$ cat config.mk
export PLATFORM = sky130hd
export DESIGN_NAME = csk_top
export DESIGN_NICKNAME = d
export VERILOG_FILES = /design/src/logic/csk_pkg.sv /design/src/logic/csk_deb_if.sv /design/src/logic/csk_debounce.sv /design/src/logic/csk_top.sv
export SDC_FILE = /design/constraint.sdc
export NUM_CORES = 1
export LEC_CHECK = 0
export ABC_CLOCK_PERIOD_IN_PS = 5700
export BUFFER_PORTS_ARGS = -buffer_cell sky130_fd_sc_hd__buf_2
export CAP_MARGIN = 30
export CORE_UTILIZATION = 40
export CTS_BUF_LIST = sky130_fd_sc_hd__clkbuf_8
export DETAILED_ROUTE_END_ITERATION = 10
export PLACE_DENSITY = 0.62
export SYNTH_ARGS = -nofsm -noshare
export SYNTH_HDL_FRONTEND = slang
export SYNTH_SLANG_ARGS = --single-unit
$ cat constraint.sdc
create_clock -name sys_clk_i -period 5.7 [get_ports sys_clk_i]
set_input_delay 0.57 -clock sys_clk_i [delete_from_list [all_inputs] [get_ports sys_clk_i]]
set_output_delay 0.57 -clock sys_clk_i [all_outputs]
set_load 0.01 [all_outputs]
$ cat src/logic/csk_pkg.sv
`default_nettype none
package csk_pkg;

    // clock and timing
    localparam int CLK_PERIOD_NS   = 8;
    localparam int CONV_TIME_NS    = 15200;
    localparam int CONV_CYCLES     = (CONV_TIME_NS + CLK_PERIOD_NS - 1) / CLK_PERIOD_NS;
    localparam int CONV_CNT_W      = 11;
    localparam int TICK_TIME_NS    = 1950000;
    localparam int TICK_CYCLES     = TICK_TIME_NS / CLK_PERIOD_NS;
    localparam int TICK_CNT_W      = 18;
    localparam int CHATTER_TIME_NS = 10000000;
    localparam int DEB_TICKS       = CHATTER_TIME_NS / TICK_TIME_NS + 1;
    localparam int DEB_CNT_W       = 3;

    // search
    localparam int         SEARCH_STEPS = 4;
    localparam logic [3:0] NO_KEY_CODE  = 4'h8;

    // register offsets
    localparam logic [7:0] ADDR_CMP_MODE  = 8'h00;
    localparam logic [7:0] ADDR_PORT_MODE = 8'h04;
    localparam logic [7:0] ADDR_CMP_RES   = 8'h08;
    localparam logic [7:0] ADDR_KEY_CTRL  = 8'h0C;
    localparam logic [7:0] ADDR_KEY_STAT  = 8'h10;
    localparam logic [7:0] ADDR_IRQ_STAT  = 8'h14;
    localparam logic [7:0] ADDR_IRQ_CLR   = 8'h18;
    localparam logic [7:0] ADDR_IRQ_EN    = 8'h1C;

    // comparator mode fields
    localparam int         MODE_INT_REF_BIT = 7;
    localparam logic [7:0] MODE_RST         = 8'hC0;

    // port mode: 1 = digital, 0 = analog
    localparam logic [3:0] PORT_MODE_RST = 4'hF;

    // key control fields
    localparam int         KCTL_SCAN_BIT = 0;
    localparam int         KCTL_ALT_BIT  = 1;
    localparam int         KCTL_CH_LSB   = 4;
    localparam logic [5:0] KCTL_RST      = 6'h00;

    // interrupt bits
    localparam int IRQ_KEY_BIT  = 0;
    localparam int IRQ_CONV_BIT = 1;
    localparam int IRQ_W        = 2;

    typedef enum logic [1:0] {
        ST_IDLE     = 2'b00,
        ST_SW_CONV  = 2'b01,
        ST_KEY_CONV = 2'b10
    } csk_state_t;

endpackage
`default_nettype wire

$ cat src/logic/csk_deb_if.sv
`timescale 1ns/10ps
`default_nettype none
interface csk_deb_if;
    logic       sample_valid;
    logic [3:0] sample_code;
    logic [3:0] accepted_code;
    logic       change_pulse;

    modport seq (
        output sample_valid,
        output sample_code,
        input  accepted_code,
        input  change_pulse
    );
    modport deb (
        input  sample_valid,
        input  sample_code,
        output accepted_code,
        output change_pulse
    );
endinterface
`default_nettype wire

$ cat src/logic/csk_debounce.sv
`timescale 1ns/10ps
`default_nettype none
module csk_debounce (
    // clock and reset
    input  wire logic sys_clk_i,
    input  wire logic reset_i,
    // key samples in, accepted code out
    csk_deb_if.deb    deb
);

    logic [3:0]                   cand_r;
    logic [3:0]                   old_r;
    logic [csk_pkg::DEB_CNT_W-1:0] cnt_r;
    logic                         chg_r;

    wire same_w    = (deb.sample_code == cand_r);
    wire stable_w  = (cnt_r == csk_pkg::DEB_CNT_W'(csk_pkg::DEB_TICKS - 1));
    wire accept_w  = deb.sample_valid && same_w && stable_w && (cand_r != old_r);

    assign deb.accepted_code = old_r;
    assign deb.change_pulse  = chg_r;

    always_ff @(posedge sys_clk_i) begin
        if (reset_i) begin
            cand_r <= csk_pkg::NO_KEY_CODE;
            old_r  <= csk_pkg::NO_KEY_CODE;
            cnt_r  <= '0;
            chg_r  <= 1'b0;
        end else begin
            chg_r <= accept_w;
            if (deb.sample_valid) begin
                if (!same_w) begin
                    // differing sample restarts the count
                    cand_r <= deb.sample_code;
                    cnt_r  <= '0;
                end else if (!stable_w) begin
                    cnt_r <= cnt_r + 1'b1;
                end
            end
            if (accept_w) begin
                old_r <= cand_r;
            end
        end
    end

endmodule
`default_nettype wire

$ cat src/logic/csk_top.sv
// The address map and the strobed register port were left to the implementer.
`timescale 1ns/10ps
`default_nettype none
// Function
// sixteen-level internal reference from mode code
// reference internal or external fourth pin
// capture comparator outcome into result register
// result 1 when input above reference
// port mode zero makes pins analog
// mode upper nibble 0CH selects internal reference; the code selects it whenever mode bit 7 is set
// wait conversion time before sampling result
// exactly four comparisons per search
// first result in bit 3, downward
// default search codes 0 to 0EH
// alternative search codes 1 to 0FH
// key code is result plus one, shifted
// no key reports code eight
// tick-paced sampling tolerating 10 ms chatter
// sticky flag on accepted key change
// 1.95 ms tick starts one search
// set trial bit, compare, keep or clear
// accept after stable ticks, mismatch restarts
module csk_top #(
    parameter int TICK_CYCLES = csk_pkg::TICK_CYCLES
) (
    // clock and reset
    input  wire logic       sys_clk_i,
    input  wire logic       reset_i,
    // register port
    input  wire logic [7:0] reg_addr_i,
    input  wire logic [7:0] reg_wdata_i,
    input  wire logic       reg_wr_i,
    input  wire logic       reg_rd_i,
    output logic      [7:0] reg_rdata_o,
    // comparator front end
    input  wire logic [3:0] comparator_channel_input_i,
    output logic      [3:0] ref_code_o,
    output logic            external_reference_pin_sel_o,
    output logic            comparator_active_o,
    output logic      [3:0] analog_input_en_o,
    // key and interrupt
    output logic      [3:0] key_code_o,
    output logic            irq_o
);

    csk_deb_if deb_bus ();

    csk_pkg::csk_state_t state_r;
    csk_pkg::csk_state_t state_nxt;

    logic [7:0]                    comparator_mode_reg_r;
    logic [3:0]                    analog_port_mode_reg_r;
    logic [3:0]                    compare_result_reg_r;
    logic [5:0]                    key_ctrl_r;
    logic [csk_pkg::IRQ_W-1:0]     irq_stat_r;
    logic [csk_pkg::IRQ_W-1:0]     irq_en_r;
    logic [7:0]                    rdata_r;
    logic [3:0]                    bit_sequential_carrier_r;
    logic [3:0]                    search_result_r;
    logic [1:0]                    bit_idx_r;
    logic [3:0]                    ref_code_r;
    logic [csk_pkg::CONV_CNT_W-1:0] conv_cnt_r;
    logic [csk_pkg::TICK_CNT_W-1:0] tick_cnt_r;
    logic                          tick_pend_r;
    logic                          sample_valid_r;
    logic [3:0]                    sample_code_r;

    // register decode
    wire wr_mode_w    = reg_wr_i && (reg_addr_i == csk_pkg::ADDR_CMP_MODE);
    wire wr_port_w    = reg_wr_i && (reg_addr_i == csk_pkg::ADDR_PORT_MODE);
    wire wr_kctl_w    = reg_wr_i && (reg_addr_i == csk_pkg::ADDR_KEY_CTRL);
    wire wr_irq_clr_w = reg_wr_i && (reg_addr_i == csk_pkg::ADDR_IRQ_CLR);
    wire wr_irq_en_w  = reg_wr_i && (reg_addr_i == csk_pkg::ADDR_IRQ_EN);

    wire       scan_en_w = key_ctrl_r[csk_pkg::KCTL_SCAN_BIT];
    wire       alt_var_w = key_ctrl_r[csk_pkg::KCTL_ALT_BIT];
    wire [1:0] key_ch_w  = key_ctrl_r[csk_pkg::KCTL_CH_LSB +: 2];
    wire       int_ref_w = comparator_mode_reg_r[csk_pkg::MODE_INT_REF_BIT];

    // analog pins compare, digital pins read as low
    wire [3:0] cmp_now_w = comparator_channel_input_i & ~analog_port_mode_reg_r;
    wire       key_bit_w = cmp_now_w[key_ch_w];

    // interval tick
    wire tick_w = scan_en_w
               && (tick_cnt_r == csk_pkg::TICK_CNT_W'(TICK_CYCLES - 1));

    wire conv_done_w = (state_r != csk_pkg::ST_IDLE)
                    && (conv_cnt_r == csk_pkg::CONV_CNT_W'(csk_pkg::CONV_CYCLES - 1));

    wire start_key_w = (state_r == csk_pkg::ST_IDLE) && !wr_mode_w
                    && (tick_w || tick_pend_r) && scan_en_w;

    // trial code for current step
    wire [3:0] trial_w = bit_sequential_carrier_r | (4'h1 << bit_idx_r);
    wire [3:0] trial_first_w = 4'h8;
    wire [3:0] key_ref_first_w = alt_var_w ? trial_first_w : trial_first_w - 4'h1;
    wire [3:0] key_ref_w = alt_var_w ? trial_w : trial_w - 4'h1;

    // finished carrier at last step
    wire [3:0] final_bsc_w = (bit_sequential_carrier_r & ~4'h1) | {3'h0, key_bit_w};
    wire [4:0] key_sum_w   = {1'b0, final_bsc_w} + 5'h01;
    wire [3:0] key_calc_w  = key_sum_w[4:1];

    wire [csk_pkg::IRQ_W-1:0] irq_set_w = {
        conv_done_w && (state_r == csk_pkg::ST_SW_CONV),
        deb_bus.change_pulse
    };

    // read mux
    logic [7:0] rd_mux_w;
    always_comb begin
        rd_mux_w = 8'h00;
        case (reg_addr_i)
            csk_pkg::ADDR_CMP_MODE:  rd_mux_w = comparator_mode_reg_r;
            csk_pkg::ADDR_PORT_MODE: rd_mux_w = {4'h0, analog_port_mode_reg_r};
            csk_pkg::ADDR_CMP_RES:   rd_mux_w = {4'h0, compare_result_reg_r};
            csk_pkg::ADDR_KEY_CTRL:  rd_mux_w = {2'h0, key_ctrl_r};
            csk_pkg::ADDR_KEY_STAT:  rd_mux_w = {search_result_r, deb_bus.accepted_code};
            csk_pkg::ADDR_IRQ_STAT:  rd_mux_w = {6'h00, irq_stat_r};
            csk_pkg::ADDR_IRQ_EN:    rd_mux_w = {6'h00, irq_en_r};
            default:                 rd_mux_w = 8'h00;
        endcase
    end

    // sequencer next state
    always_comb begin
        state_nxt = state_r;
        case (state_r)
            csk_pkg::ST_IDLE: begin
                if (wr_mode_w) begin
                    state_nxt = csk_pkg::ST_SW_CONV;
                end else if (start_key_w) begin
                    state_nxt = csk_pkg::ST_KEY_CONV;
                end
            end
            csk_pkg::ST_SW_CONV: begin
                if (conv_done_w) begin
                    state_nxt = csk_pkg::ST_IDLE;
                end
            end
            csk_pkg::ST_KEY_CONV: begin
                if (conv_done_w && (bit_idx_r == 2'd0)) begin
                    state_nxt = csk_pkg::ST_IDLE;
                end
            end
            default: state_nxt = csk_pkg::ST_IDLE;
        endcase
    end

    assign deb_bus.sample_valid = sample_valid_r;
    assign deb_bus.sample_code  = sample_code_r;

    csk_debounce u_debounce (
        .sys_clk_i (sys_clk_i),
        .reset_i   (reset_i),
        .deb       (deb_bus)
    );

    assign reg_rdata_o                  = rdata_r;
    assign ref_code_o                   = ref_code_r;
    assign external_reference_pin_sel_o = !int_ref_w;
    assign comparator_active_o          = (state_r != csk_pkg::ST_IDLE);
    assign analog_input_en_o            = ~analog_port_mode_reg_r;
    assign key_code_o                   = deb_bus.accepted_code;
    assign irq_o                        = |(irq_stat_r & irq_en_r);

    // software registers
    always_ff @(posedge sys_clk_i) begin
        if (reset_i) begin
            comparator_mode_reg_r  <= csk_pkg::MODE_RST;
            analog_port_mode_reg_r <= csk_pkg::PORT_MODE_RST;
            key_ctrl_r             <= csk_pkg::KCTL_RST;
            irq_en_r               <= '0;
            irq_stat_r             <= '0;
            rdata_r                <= 8'h00;
        end else begin
            if (wr_mode_w) begin
                comparator_mode_reg_r <= reg_wdata_i;
            end
            if (wr_port_w) begin
                analog_port_mode_reg_r <= reg_wdata_i[3:0];
            end
            if (wr_kctl_w) begin
                key_ctrl_r <= reg_wdata_i[5:0];
            end
            if (wr_irq_en_w) begin
                irq_en_r <= reg_wdata_i[csk_pkg::IRQ_W-1:0];
            end
            // set wins over clear
            irq_stat_r <= (irq_stat_r & ~(wr_irq_clr_w ? reg_wdata_i[csk_pkg::IRQ_W-1:0]
                                                       : '0)) | irq_set_w;
            rdata_r <= reg_rd_i ? rd_mux_w : 8'h00;
        end
    end

    // interval timer
    always_ff @(posedge sys_clk_i) begin
        if (reset_i) begin
            tick_cnt_r  <= '0;
            tick_pend_r <= 1'b0;
        end else begin
            if (!scan_en_w || tick_w) begin
                tick_cnt_r <= '0;
            end else begin
                tick_cnt_r <= tick_cnt_r + 1'b1;
            end
            if (start_key_w || !scan_en_w) begin
                tick_pend_r <= 1'b0;
            end else if (tick_w) begin
                tick_pend_r <= 1'b1;
            end
        end
    end

    // conversion sequencer
    always_ff @(posedge sys_clk_i) begin
        if (reset_i) begin
            state_r                  <= csk_pkg::ST_IDLE;
            conv_cnt_r               <= '0;
            bit_idx_r                <= 2'd3;
            bit_sequential_carrier_r <= 4'h0;
            ref_code_r               <= 4'h0;
            compare_result_reg_r     <= 4'h0;
            search_result_r          <= csk_pkg::NO_KEY_CODE;
            sample_valid_r           <= 1'b0;
            sample_code_r            <= csk_pkg::NO_KEY_CODE;
        end else begin
            state_r        <= state_nxt;
            sample_valid_r <= 1'b0;
            if (state_r == csk_pkg::ST_IDLE || conv_done_w) begin
                conv_cnt_r <= '0;
            end else begin
                conv_cnt_r <= conv_cnt_r + 1'b1;
            end
            if (conv_done_w) begin
                compare_result_reg_r <= cmp_now_w;
            end
            case (state_r)
                csk_pkg::ST_IDLE: begin
                    if (wr_mode_w) begin
                        ref_code_r <= reg_wdata_i[3:0];
                    end else if (start_key_w) begin
                        bit_idx_r                <= 2'd3;
                        bit_sequential_carrier_r <= 4'h0;
                        ref_code_r               <= key_ref_first_w;
                    end
                end
                csk_pkg::ST_KEY_CONV: begin
                    if (conv_done_w) begin
                        // keep or clear trial bit
                        bit_sequential_carrier_r[bit_idx_r] <= key_bit_w;
                        if (bit_idx_r == 2'd0) begin
                            search_result_r <= final_bsc_w;
                            sample_code_r   <= key_calc_w;
                            sample_valid_r  <= 1'b1;
                        end else begin
                            bit_idx_r  <= bit_idx_r - 2'd1;
                            ref_code_r <= alt_var_w
                                ? (({bit_sequential_carrier_r[3:1], 1'b0}
                                    & ~(4'h1 << bit_idx_r))
                                   | ({3'h0, key_bit_w} << bit_idx_r)
                                   | (4'h1 << (bit_idx_r - 2'd1)))
                                : ((({bit_sequential_carrier_r[3:1], 1'b0}
                                    & ~(4'h1 << bit_idx_r))
                                   | ({3'h0, key_bit_w} << bit_idx_r)
                                   | (4'h1 << (bit_idx_r - 2'd1))) - 4'h1);
                        end
                    end else begin
                        ref_code_r <= key_ref_w;
                    end
                end
                default: begin
                    ref_code_r <= ref_code_r;
                end
            endcase
        end
    end

endmodule
`default_nettype wire

======== Word-level counts from Yosys, hierarchy flattened ========
Index checks and enable logic that the tools add are counted.
word-level totals
  bits in registers ....................... 97
operators by class
  eq/ne operators ......................... 23
  reduce and logical (&&, ||, !) cells .... 41
  mux-type cells .......................... 32
  order comparisons ....................... 3
  bitwise operators ....................... 16
  shift-type cells ........................ 3
  add/sub/neg operators ................... 7
operator list
  operator                                                                       number
  8-bit one-hot mux with 7 select lines                                          1
  4-bit two-way mux                                                              10
  8-bit by 5-bit equality test with 1-bit output (second input constant)         4
  18-bit by 1-bit adder with 18-bit output (second input constant)               1
  18-bit equality test (second input constant)                                   1
  2-bit two-way mux                                                              9
  8-bit by 4-bit equality test with 1-bit output (second input constant)         2
  1-bit logical AND                                                              16
  4-bit one-hot mux with 2 select lines                                          2
  2-bit != test (second input constant)                                          7
  4-bit bitwise OR                                                               3
  11-bit by 1-bit adder with 11-bit output (second input constant)               1
  11-bit equality test (second input constant)                                   1
  2-bit OR reduction                                                             5
  3-bit AND reduction                                                            3
  4-bit AND                                                                      2
  8-bit by 3-bit equality test with 1-bit output (second input constant)         1
  8-bit zero test                                                                1
  4-bit inverter                                                                 2
  1-bit by 2-bit left shift with 4-bit output (first input constant)             2
  4-bit by 1-bit subtractor with 4-bit output (second input constant)            2
  2-bit by 3-bit less-than comparator with 1-bit output (second input constant)  2
  3-bit two-way mux                                                              2
  3-bit != test (second input constant)                                          2
  other kinds (29)                                                               43

======== Logic depth before layout (Yosys ltp) ========
Gate-level depths: netlist (run 1).
  depth in word-level cells ............... 12
  mapped depth ............................ 11

======== Hierarchy ========
A second synthesis (run 1) with hierarchy kept.
unflattened totals
  cells, all modules ...................... 550
  area total of the unflattened synthesis .. 4750.8 um^2
modules (own cells, without submodules)
  module        times used  area an instance (um^2)  seq. area each (um^2)  cells each
  csk_top       1           4125.2                   1701.6                 486
  csk_debounce  1           625.6                    240.2                  64

======== Worst setup path before layout (run 1) ========
No wires, ideal clock.
  path type ............................... input to register
  start point ............................. input port comparator_channel_input_i[3]
  end point ............................... register ref_code_r[1], in the netlist ref_code_o[1]
  path slack .............................. 3200 ps
  data arrival time ....................... 2429 ps
  library setup time ...................... 70 ps
  cell stages on the path ................. 8
  path buffers ............................ 0
  path through ............................ nor2b_1 > mux4_2 > a311oi_1 > ha_1 > mux2i_1 > a21o_1 > or3b_1 > a21oi_1
between the ends
  longest elaborated chain between the ends .. 11
RTL lines
  item                                           RTL line                        text
  from (decl)                                    csk_top.sv:36                   input wire logic [3:0] comparator_channel_input_i,
  4-bit AND *                                    csk_top.sv:81                   wire [3:0] cmp_now_w = comparator_channel_input_i & ~analog_port_mode_reg_r;
  1-bit binary-select mux with 2-bit select *    csk_top.sv:82                   wire key_bit_w = cmp_now_w[key_ch_w];
  1-bit two-way mux (implied by the code) *      csk_top.sv:82
  1-bit by 2-bit left shift with 4-bit output *  csk_top.sv:262, csk_top.sv:266
  4-bit bitwise OR *                             csk_top.sv:262, csk_top.sv:266
  4-bit bitwise OR *                             csk_top.sv:263, csk_top.sv:267
  4-bit by 1-bit subtractor with 4-bit output    csk_top.sv:267                  | (4'h1 << (bit_idx_r - 2'd1))) - 4'h1);
  4-bit two-way mux *                            csk_top.sv:260                  ? (({bit_sequential_carrier_r[3:1], 1'b0}
  4-bit two-way mux *                            csk_top.sv:253                  if (bit_idx_r == 2'd0) begin
  4-bit two-way mux *                            csk_top.sv:250                  if (conv_done_w) begin
  4-bit one-hot mux with 2 select lines *        csk_top.sv:239                  case (state_r)
  to (signal assigned)                           csk_top.sv:242                  ref_code_r <= reg_wdata_i[3:0];
  to (signal assigned)                           csk_top.sv:246                  ref_code_r <= key_ref_first_w;
  to (signal assigned)                           csk_top.sv:259                  ref_code_r <= alt_var_w
  to (decl)                                      csk_top.sv:61                   logic [3:0] ref_code_r;
Every way passes the cells marked *; elsewhere a longest branch is shown, timed or not. The select of a mux whose other input is x is not followed.
A chain may end at the register's enable or synchronous reset.

======== Worst setup path in the final report (run 1) ========
  start point ............................. register conv_cnt_r[0] in the netlist's numbering
  end point ............................... register ref_code_r[0], in the netlist ref_code_o[0]
between the ends
  longest elaborated chain between the ends .. 4
RTL lines
  item                                                                                           RTL line        text
  from (decl)                                                                                    csk_top.sv:62   logic [csk_pkg::CONV_CNT_W-1:0] conv_cnt_r;
  from (signal assigned)                                                                         csk_top.sv:234  conv_cnt_r <= conv_cnt_r + 1'b1;
  11-bit equality test *                                                                         csk_top.sv:89   && (conv_cnt_r == csk_pkg::CONV_CNT_W'(csk_pkg::CONV_CYCLES - 1));
  1-bit logical AND *                                                                            csk_top.sv:89
  3-bit != test (no line) / 4-bit two-way mux (equally long branches)                            -
  3-bit AND reduction (no line) / 4-bit one-hot mux with 2 select lines (equally long branches)  -
Every way passes the cells marked *; elsewhere a longest branch is shown, timed or not.

==> results.sh, run 1 <==
export IMPL_period_share_pct=48.6
export IMPL_max_freq_mhz=361
export IMPL_drive_above_1_share_pct=13.0
export IMPL_clkTransAtPathRegs_ns=0.10
export IMPL_vias_per_cell=5.40
export IMPL_tns_ns=0
export IMPL_worstPathRequired_ns=5.97
export IMPL_finalSetupViolations=0
export IMPL_num_rows=39
export IMPL_maxSlewHeadroom_pct=40.4
export IMPL_die_x_um=111
export IMPL_wl_per_cell_um=14.9
export IMPL_endpoint="ref_code_o[0]"
export IMPL_syn_instance_count=563
export IMPL_crit_type="reg2reg"
export IMPL_dr_pass1_iters=5
export IMPL_ir_drop_uv=200
export IMPL_status="finished, final reports clean"
export IMPL_ant_nets=0
export IMPL_cts_hold_buffers=0
export IMPL_leakage_uw=0.00201
export IMPL_design_core_area_um2=11500
export IMPL_vias=4007
export IMPL_syn2layout_area_growth_pct=10.3
export IMPL_syn_avg_cell_area_um2=8.42
export IMPL_routed_wl_um=11100
export IMPL_synth_distinct_cells=57
export IMPL_path_buf_inv=0
export IMPL_grt_pass1_vias=3721
export IMPL_route_met3_wl_um=607
export IMPL_highest_layer="met5"
export IMPL_postCtsSetupBuffers=0
export IMPL_p_per_area_nw_per_um2=240
export IMPL_cp_data_arrival_time_ns=3.05
export IMPL_critPathSlowestCell="nor4_4"
export IMPL_async_flop_share_pct=0
export IMPL_die_height_um=111
export IMPL_initial_utilization_pct=41.3
export IMPL_pwr_share_comb_pct=2.5
export IMPL_insertion_delay_ns=0.37
export IMPL_portBuffers=46
export IMPL_max_stage_delay_ns=0.69
export IMPL_worst_r2r_endpoint="ref_code_o[0]"
export IMPL_finalClockSkew_ns=0.0128
export IMPL_seq_power_share_pct=53.9
export IMPL_tritoncts="done"
export IMPL_antenna_found_initial=1
export IMPL_r2r_start="conv_cnt_r[0]"
export IMPL_p_switching_uw=274
export IMPL_fin_nets=630
export IMPL_hold_viol_final=0
export IMPL_finalInstanceArea_um2=5230
export IMPL_gp_congestion=0.892
export IMPL_diodes=0
export IMPL_placed_area_um2=4980
export IMPL_wl_met1_um=5110
export IMPL_ys_seq_elements=97
export IMPL_grt_max_degree=64
export IMPL_cts_made_buffers=9
export IMPL_syn_area_um2=4740
export IMPL_ios=47
export IMPL_pwr_share_clk_pct=43.6
export IMPL_maxCapViolations=0
export IMPL_syn_num_nets=599
export IMPL_clockBufferDepth=2
export IMPL_die_area_um2=12300
export IMPL_grt_ovfl_total=0
export IMPL_cp_max_fo=18
export IMPL_fin_hold_ws_ns=0.427
export IMPL_rsz0062_at_grt="false"
export IMPL_synth_ff_type="dfxtp_1"
export IMPL_cp_startpoint="conv_cnt_r[0]"
export IMPL_swShare_pct=21.8
export IMPL_r2r_slack_ns=2.93
export IMPL_grtUsageTotal_pct=18.6
export IMPL_worstHoldPathType="in2reg"
export IMPL_clock_root_buffer="clkbuf_8"
export IMPL_finalMaxSlewViolations=0
export IMPL_wl_met2_um=5210
export IMPL_yosysWarnings=0
export IMPL_drc_errors=0
export IMPL_cts_htree_levels=3
export IMPL_cts_resized=0
export IMPL_r2r_cells=7
export IMPL_seq_area_frac_synth_pct=41.0
export IMPL_cpLargestDelayFamily="simple AND/OR/NAND/NOR gates"
export IMPL_fin_crit_ns=2.77
export IMPL_grt_pass1_wl_um=18400
export IMPL_dpl_hpwl_um=7940
export IMPL_worstSetupEndpointType="flop"
export IMPL_crit_cells=7
export IMPL_min_delay_start="reg_wdata_i[6]"
export IMPL_tightest_slew_ns=0.885
export IMPL_drtIter0Drc=314
export IMPL_synth_edf_count=0
export IMPL_start_kind="flop"
export IMPL_internal_power_uw=983
export IMPL_clock_sinks=97
export IMPL_path_cells="ha_1, nand4b_1, nor4_4, and2_1, nand3_1, a31o_2, a311oi_1"
-- how the worst min path moves through the flow --
stage                               end  slack (ns)  depth (start not counted)
2_1_floorplan             irq_stat_r[0]        0.41                          2
3_3_place_gp              ref_code_o[1]        0.44                          2
5_1_grt        comparator_mode_reg_r[6]        0.43                          3
3_5_place_dp              ref_code_o[1]        0.45                          2
4_1_cts        comparator_mode_reg_r[6]        0.41                          3
6_report       comparator_mode_reg_r[6]        0.43                          3
-- layer usage --
metal  global-route usage (%)  vias up
met2                     29.9      115
li1                         -     2021
met4                     4.09        2
met1                     24.7     1850
met5                        0        -
met3                     5.47       19
-- through the flow --
stage / total power [uW] / utilization (%) / setup slack [ns] / std cells
after global placement: 725 / 43.4 / 2.85 / 726
after detailed placement: 725 / 43.4 / 2.82 / 726
after floorplan: 712 / - / 3.20 / 563
after CTS: 1270 / 45.6 / 2.97 / 742
final: 1260 / 45.6 / 2.93 / 742
after global routing: 1300 / 45.6 / 2.76 / 742
-- cells by family (layout without fill, tap and decap cells) --
family | count (synthesis) | count (layout) | share of synthesized area, %
muxes | 18 | 18 | 4.12
AOI/OAI and AO/OA | 103 | 103 | 14.0
DFF | 97 | 97 | 41.0
buffers and inverters | 51 | 87 | 5.76
and+or+nand+nor | 245 | 245 | 25.1
xor gates and xnor gates | 37 | 37 | 6.84
adders and majority gates | 12 | 12 | 3.17
-- state kept, by name, summed over array words and instances (netlist names), 2 cells and up --
name / cells
reg_rdata_o: 8
conv_cnt_r: 11
irq_stat_r: 2
deb_bus.sample_code: 4
bit_sequential_carrier_r: 4
compare_result_reg_r: 4
key_ctrl_r: 6
state_r: 2
irq_en_r: 2
ref_code_o: 4
tick_cnt_r: 18
u_debounce.cnt_r: 3
analog_port_mode_reg_r: 4
comparator_mode_reg_r: 8
u_debounce.deb.accepted_code: 4
search_result_r: 4
u_debounce.cand_r: 4
bit_idx_r: 2
-- Yosys cell counts, drive strengths merged, types with 3 or more instances --
cell    instances  area share (%)
dfxtp          97              41
nor2           82             6.5
nand2          58             4.6
a21oi          39             4.2
nand3          35             3.7
inv            22             1.7
xor2           22             4.1
mux2i          15             3.2
o21ai          15             1.6
xnor2          15             2.8
and3           14             1.8
buf            14             2.4
clkbuf         14             1.3
ha             12             3.2
nor2b          11             1.5
nor4            9             1.8
a211o           8             1.5
a22oi           8             1.3
nor3            8            0.85
nand4           7            0.92
a31oi           6            0.79
or3             6            0.90
a211oi          4            0.63
o31ai           4            0.63
a21o            3            0.48
a222oi          3            0.63
nand2b          3            0.40
-- cell usage in the layout, fill, tap and decap left out, types with 5 or more instances in the layout --
master,n
nor2b_1,11
nand2_1,57
xor2_1,22
mux2i_1,15
a22oi_1,8
o21ai_0,13
and3_1,14
dfxtp_1,97
inv_1,22
a211o_1,8
a31oi_1,6
nor2_1,82
buf_2,46
nand4_1,7
ha_1,12
nand3_1,35
nor4_1,7
xnor2_1,15
clkbuf_8,9
or3_1,5
a21oi_1,38
nor3_1,8
-- final cells by class --
class,count,area [um2]
Clock buffer,9,124
Inverter,22,82.6
Timing Repair Buffer,49,253
Clock inverter,7,124
Tap cell,143,179
Sequential cell,97,1940
Multi-Input combinational cell,415,2520
Fill cell,1108,6240
-- power by group through the flow --
stage / registers (uW) / logic (uW) / clock network, uW
6_report: 678 / 31.6 / 547
5_1_grt: 678 / 34.2 / 585
4_1_cts: 678 / 31.3 / 561
3_5_place_dp: 694 / 31.2 / 0
3_3_place_gp: 694 / 31.2 / 0
2_1_floorplan: 693 / 18.8 / 0
-- worst reg2reg max path: cells and delay by family, from the launching register on --
family          cells  cell delay (ns)
simple gates        4             1.53
compound gates      2             0.54
flops               1             0.38
fa+ha+maj           1             0.25
No activity file was read; power rests on OpenSTA's default activity.
==> run 2, diff against run 1 <==
- ABC_CLOCK_PERIOD_IN_PS: 5700 -> 2600
- clock period: 5.7 -> 2.6 ns (I/O delays scaled with it)
==> results.sh, run 2 (same netlist as run 1, synthesis figures left out) <==
export IMPL_r2r_cells=8
export IMPL_antenna_found_initial=1
export IMPL_rsz0062_at_grt="false"
export IMPL_maxCapViolations=0
export IMPL_routed_wl_um=11400
export IMPL_crit_type="reg2reg"
export IMPL_final_common_cell="dfxtp_1"
export IMPL_worstPathRequired_ns=2.92
export IMPL_worstSetupEndpointType="flop"
export IMPL_clock_sinks=97
export IMPL_placed_area_um2=5080
export IMPL_finalClockSkew_ns=0.0127
export IMPL_drive_above_1_share_pct=14.7
export IMPL_cpLargestDelayFamily="compound AO/OA/AOI/OAI gates"
export IMPL_gp_congestion=0.835
export IMPL_max_freq_mhz=403
export IMPL_die_height_um=111
export IMPL_grt_pass1_vias=3847
export IMPL_vias=4075
export IMPL_whs_path_depth=3
export IMPL_num_rows=39
export IMPL_grt_ovfl_total=0
export IMPL_ir_drop_uv=555
export IMPL_largest_reg_flops=18
export IMPL_tightest_slew_ns=0.694
export IMPL_cts_made_buffers=9
export IMPL_fin_crit_ns=2.48
export IMPL_tritoncts="done"
export IMPL_worst_r2r_endpoint="ref_code_o[1]"
export IMPL_clock_root_buffer="clkbuf_8"
export IMPL_finalMaxSlewViolations=0
export IMPL_start_kind="flop"
export IMPL_finalInstanceArea_um2=5290
export IMPL_status="finished, final reports clean"
export IMPL_seqCellArea_um2=1940
export IMPL_syn2layout_area_growth_pct=11.7
export IMPL_r2r_slack_ns=0.12
export IMPL_grtUsageTotal_pct=19.2
export IMPL_ant_nets=0
export IMPL_critPathSlowestCell="mux4_2"
export IMPL_cts_resized=0
export IMPL_final_cell_mix="97 x dfxtp_1, 82 x nor2_1, 57 x nand2_1"
export IMPL_clockBufferDepth=2
export IMPL_clkTransAtPathRegs_ns=0.09
export IMPL_postLayoutSetupSlackWorst_ns=0.117
export IMPL_dp_slack_ns=0.120
export IMPL_min_delay_start="reg_wdata_i[7]"
export IMPL_grt_pass1_wl_um=18800
export IMPL_drc_errors=0
export IMPL_cts_hold_buffers=0
export IMPL_min_delay_worst_endpoint="comparator_mode_reg_r[7]"
export IMPL_finalSetupViolations=0
export IMPL_cp_data_arrival_time_ns=2.80
export IMPL_r2r_start="analog_port_mode_reg_r[3]"
export IMPL_die_area_um2=12300
export IMPL_diodes=0
export IMPL_ios=47
export IMPL_portBuffers=46
export IMPL_path_cells="nor2b_1, mux4_2, a311oi_1, ha_1, mux2i_1, a21o_1, or3b_1, a21oi_1"
export IMPL_worstHoldPathType="in2reg"
export IMPL_tns_ns=0
export IMPL_wl_per_cell_um=15.1
export IMPL_p_per_area_nw_per_um2=494
export IMPL_fin_nets=644
export IMPL_vias_per_cell=5.40
export IMPL_hold_viol_final=0
export IMPL_maxSlewHeadroom_pct=53.3
export IMPL_multi_input_area_um2=2520
export IMPL_cts_htree_levels=3
export IMPL_cp_max_fo=4
export IMPL_total_power_uw=2620
export IMPL_max_stage_delay_ns=0.53
export IMPL_insertion_delay_ns=0.38
export IMPL_dr_pass1_iters=5
export IMPL_path_buf_inv=0
export IMPL_design_core_area_um2=11500
export IMPL_period_share_pct=95.5
export IMPL_die_x_um=111
export IMPL_dpl_hpwl_um=8300
export IMPL_leakage_uw=0.00207
export IMPL_nFillCells=1137
export IMPL_grt_max_degree=54
export IMPL_postCtsSetupBuffers=0
export IMPL_largestRegisters="tick_cnt_r: 18 flops, conv_cnt_r: 11 flops"
export IMPL_initial_utilization_pct=41.3
export IMPL_drtIter0Drc=241
export IMPL_fin_hold_ws_ns=0.117
export IMPL_max_flop_register="tick_cnt_r"
## run 2: changes by cell type in the layout (fill, tap and decap cells not counted), sizes merged
| cell | change |
|---|---|
| buf | +14 |
| bufinv | -1 |
| clkinv | +1 |
| inv | -1 |
## run 2: where the power goes
part	leakage (uW)	internal (uW)	switching [uW]	total, uW
Clock	0.000106	533	526	1060
Combinational	0.00118	23.6	47.6	71.2
Sequential	0.000781	1480	0.725	1490
Total	0.00207	2040	574	2620
## run 2: worst min-delay path: stages
cell      delay [ns]
buf_2           0.08
nand2_1         0.04
o211ai_1        0.07
## run 2: worst max-delay path by stage
stage | from | endpoint | cells after the start
after floorplan | analog_port_mode_reg_r[3] | ref_code_o[1] | 8
after global placement | comparator_channel_input_i[3] | ref_code_o[1] | 9
after detailed placement | comparator_channel_input_i[3] | ref_code_o[1] | 9
after CTS | analog_port_mode_reg_r[3] | ref_code_o[1] | 8
after global routing | analog_port_mode_reg_r[3] | ref_code_o[1] | 8
final | analog_port_mode_reg_r[3] | ref_code_o[1] | 8
## run 2: through the flow
| stage | utilization [%] | instances |
|---|---|---|
| floorplan | - | 563 |
| global placement | 44.3 | 740 |
| detailed placement | 44.3 | 740 |
| CTS | 46.2 | 755 |
| global route | 46.2 | 755 |
| finish | 46.2 | 755 |
## run 2: area by class of cell
cell class	instances	area share, %
clock buffer	9	2.34
clock inverter	6	1.61
inverter	22	1.56
multi-input combinational	415	47.7
sequential	97	36.7
tap	143	3.38
timing repair buffer	63	6.76
## run 2: metal layers
layer	part of all wire (%)	track usage (%)	vias to the layer above
met4	0.85	4.27	2
li1	-	-	2036
met5	0.070	0	-
met1	45	23.7	1938
met3	5.1	5.80	10
met2	48	32.7	89
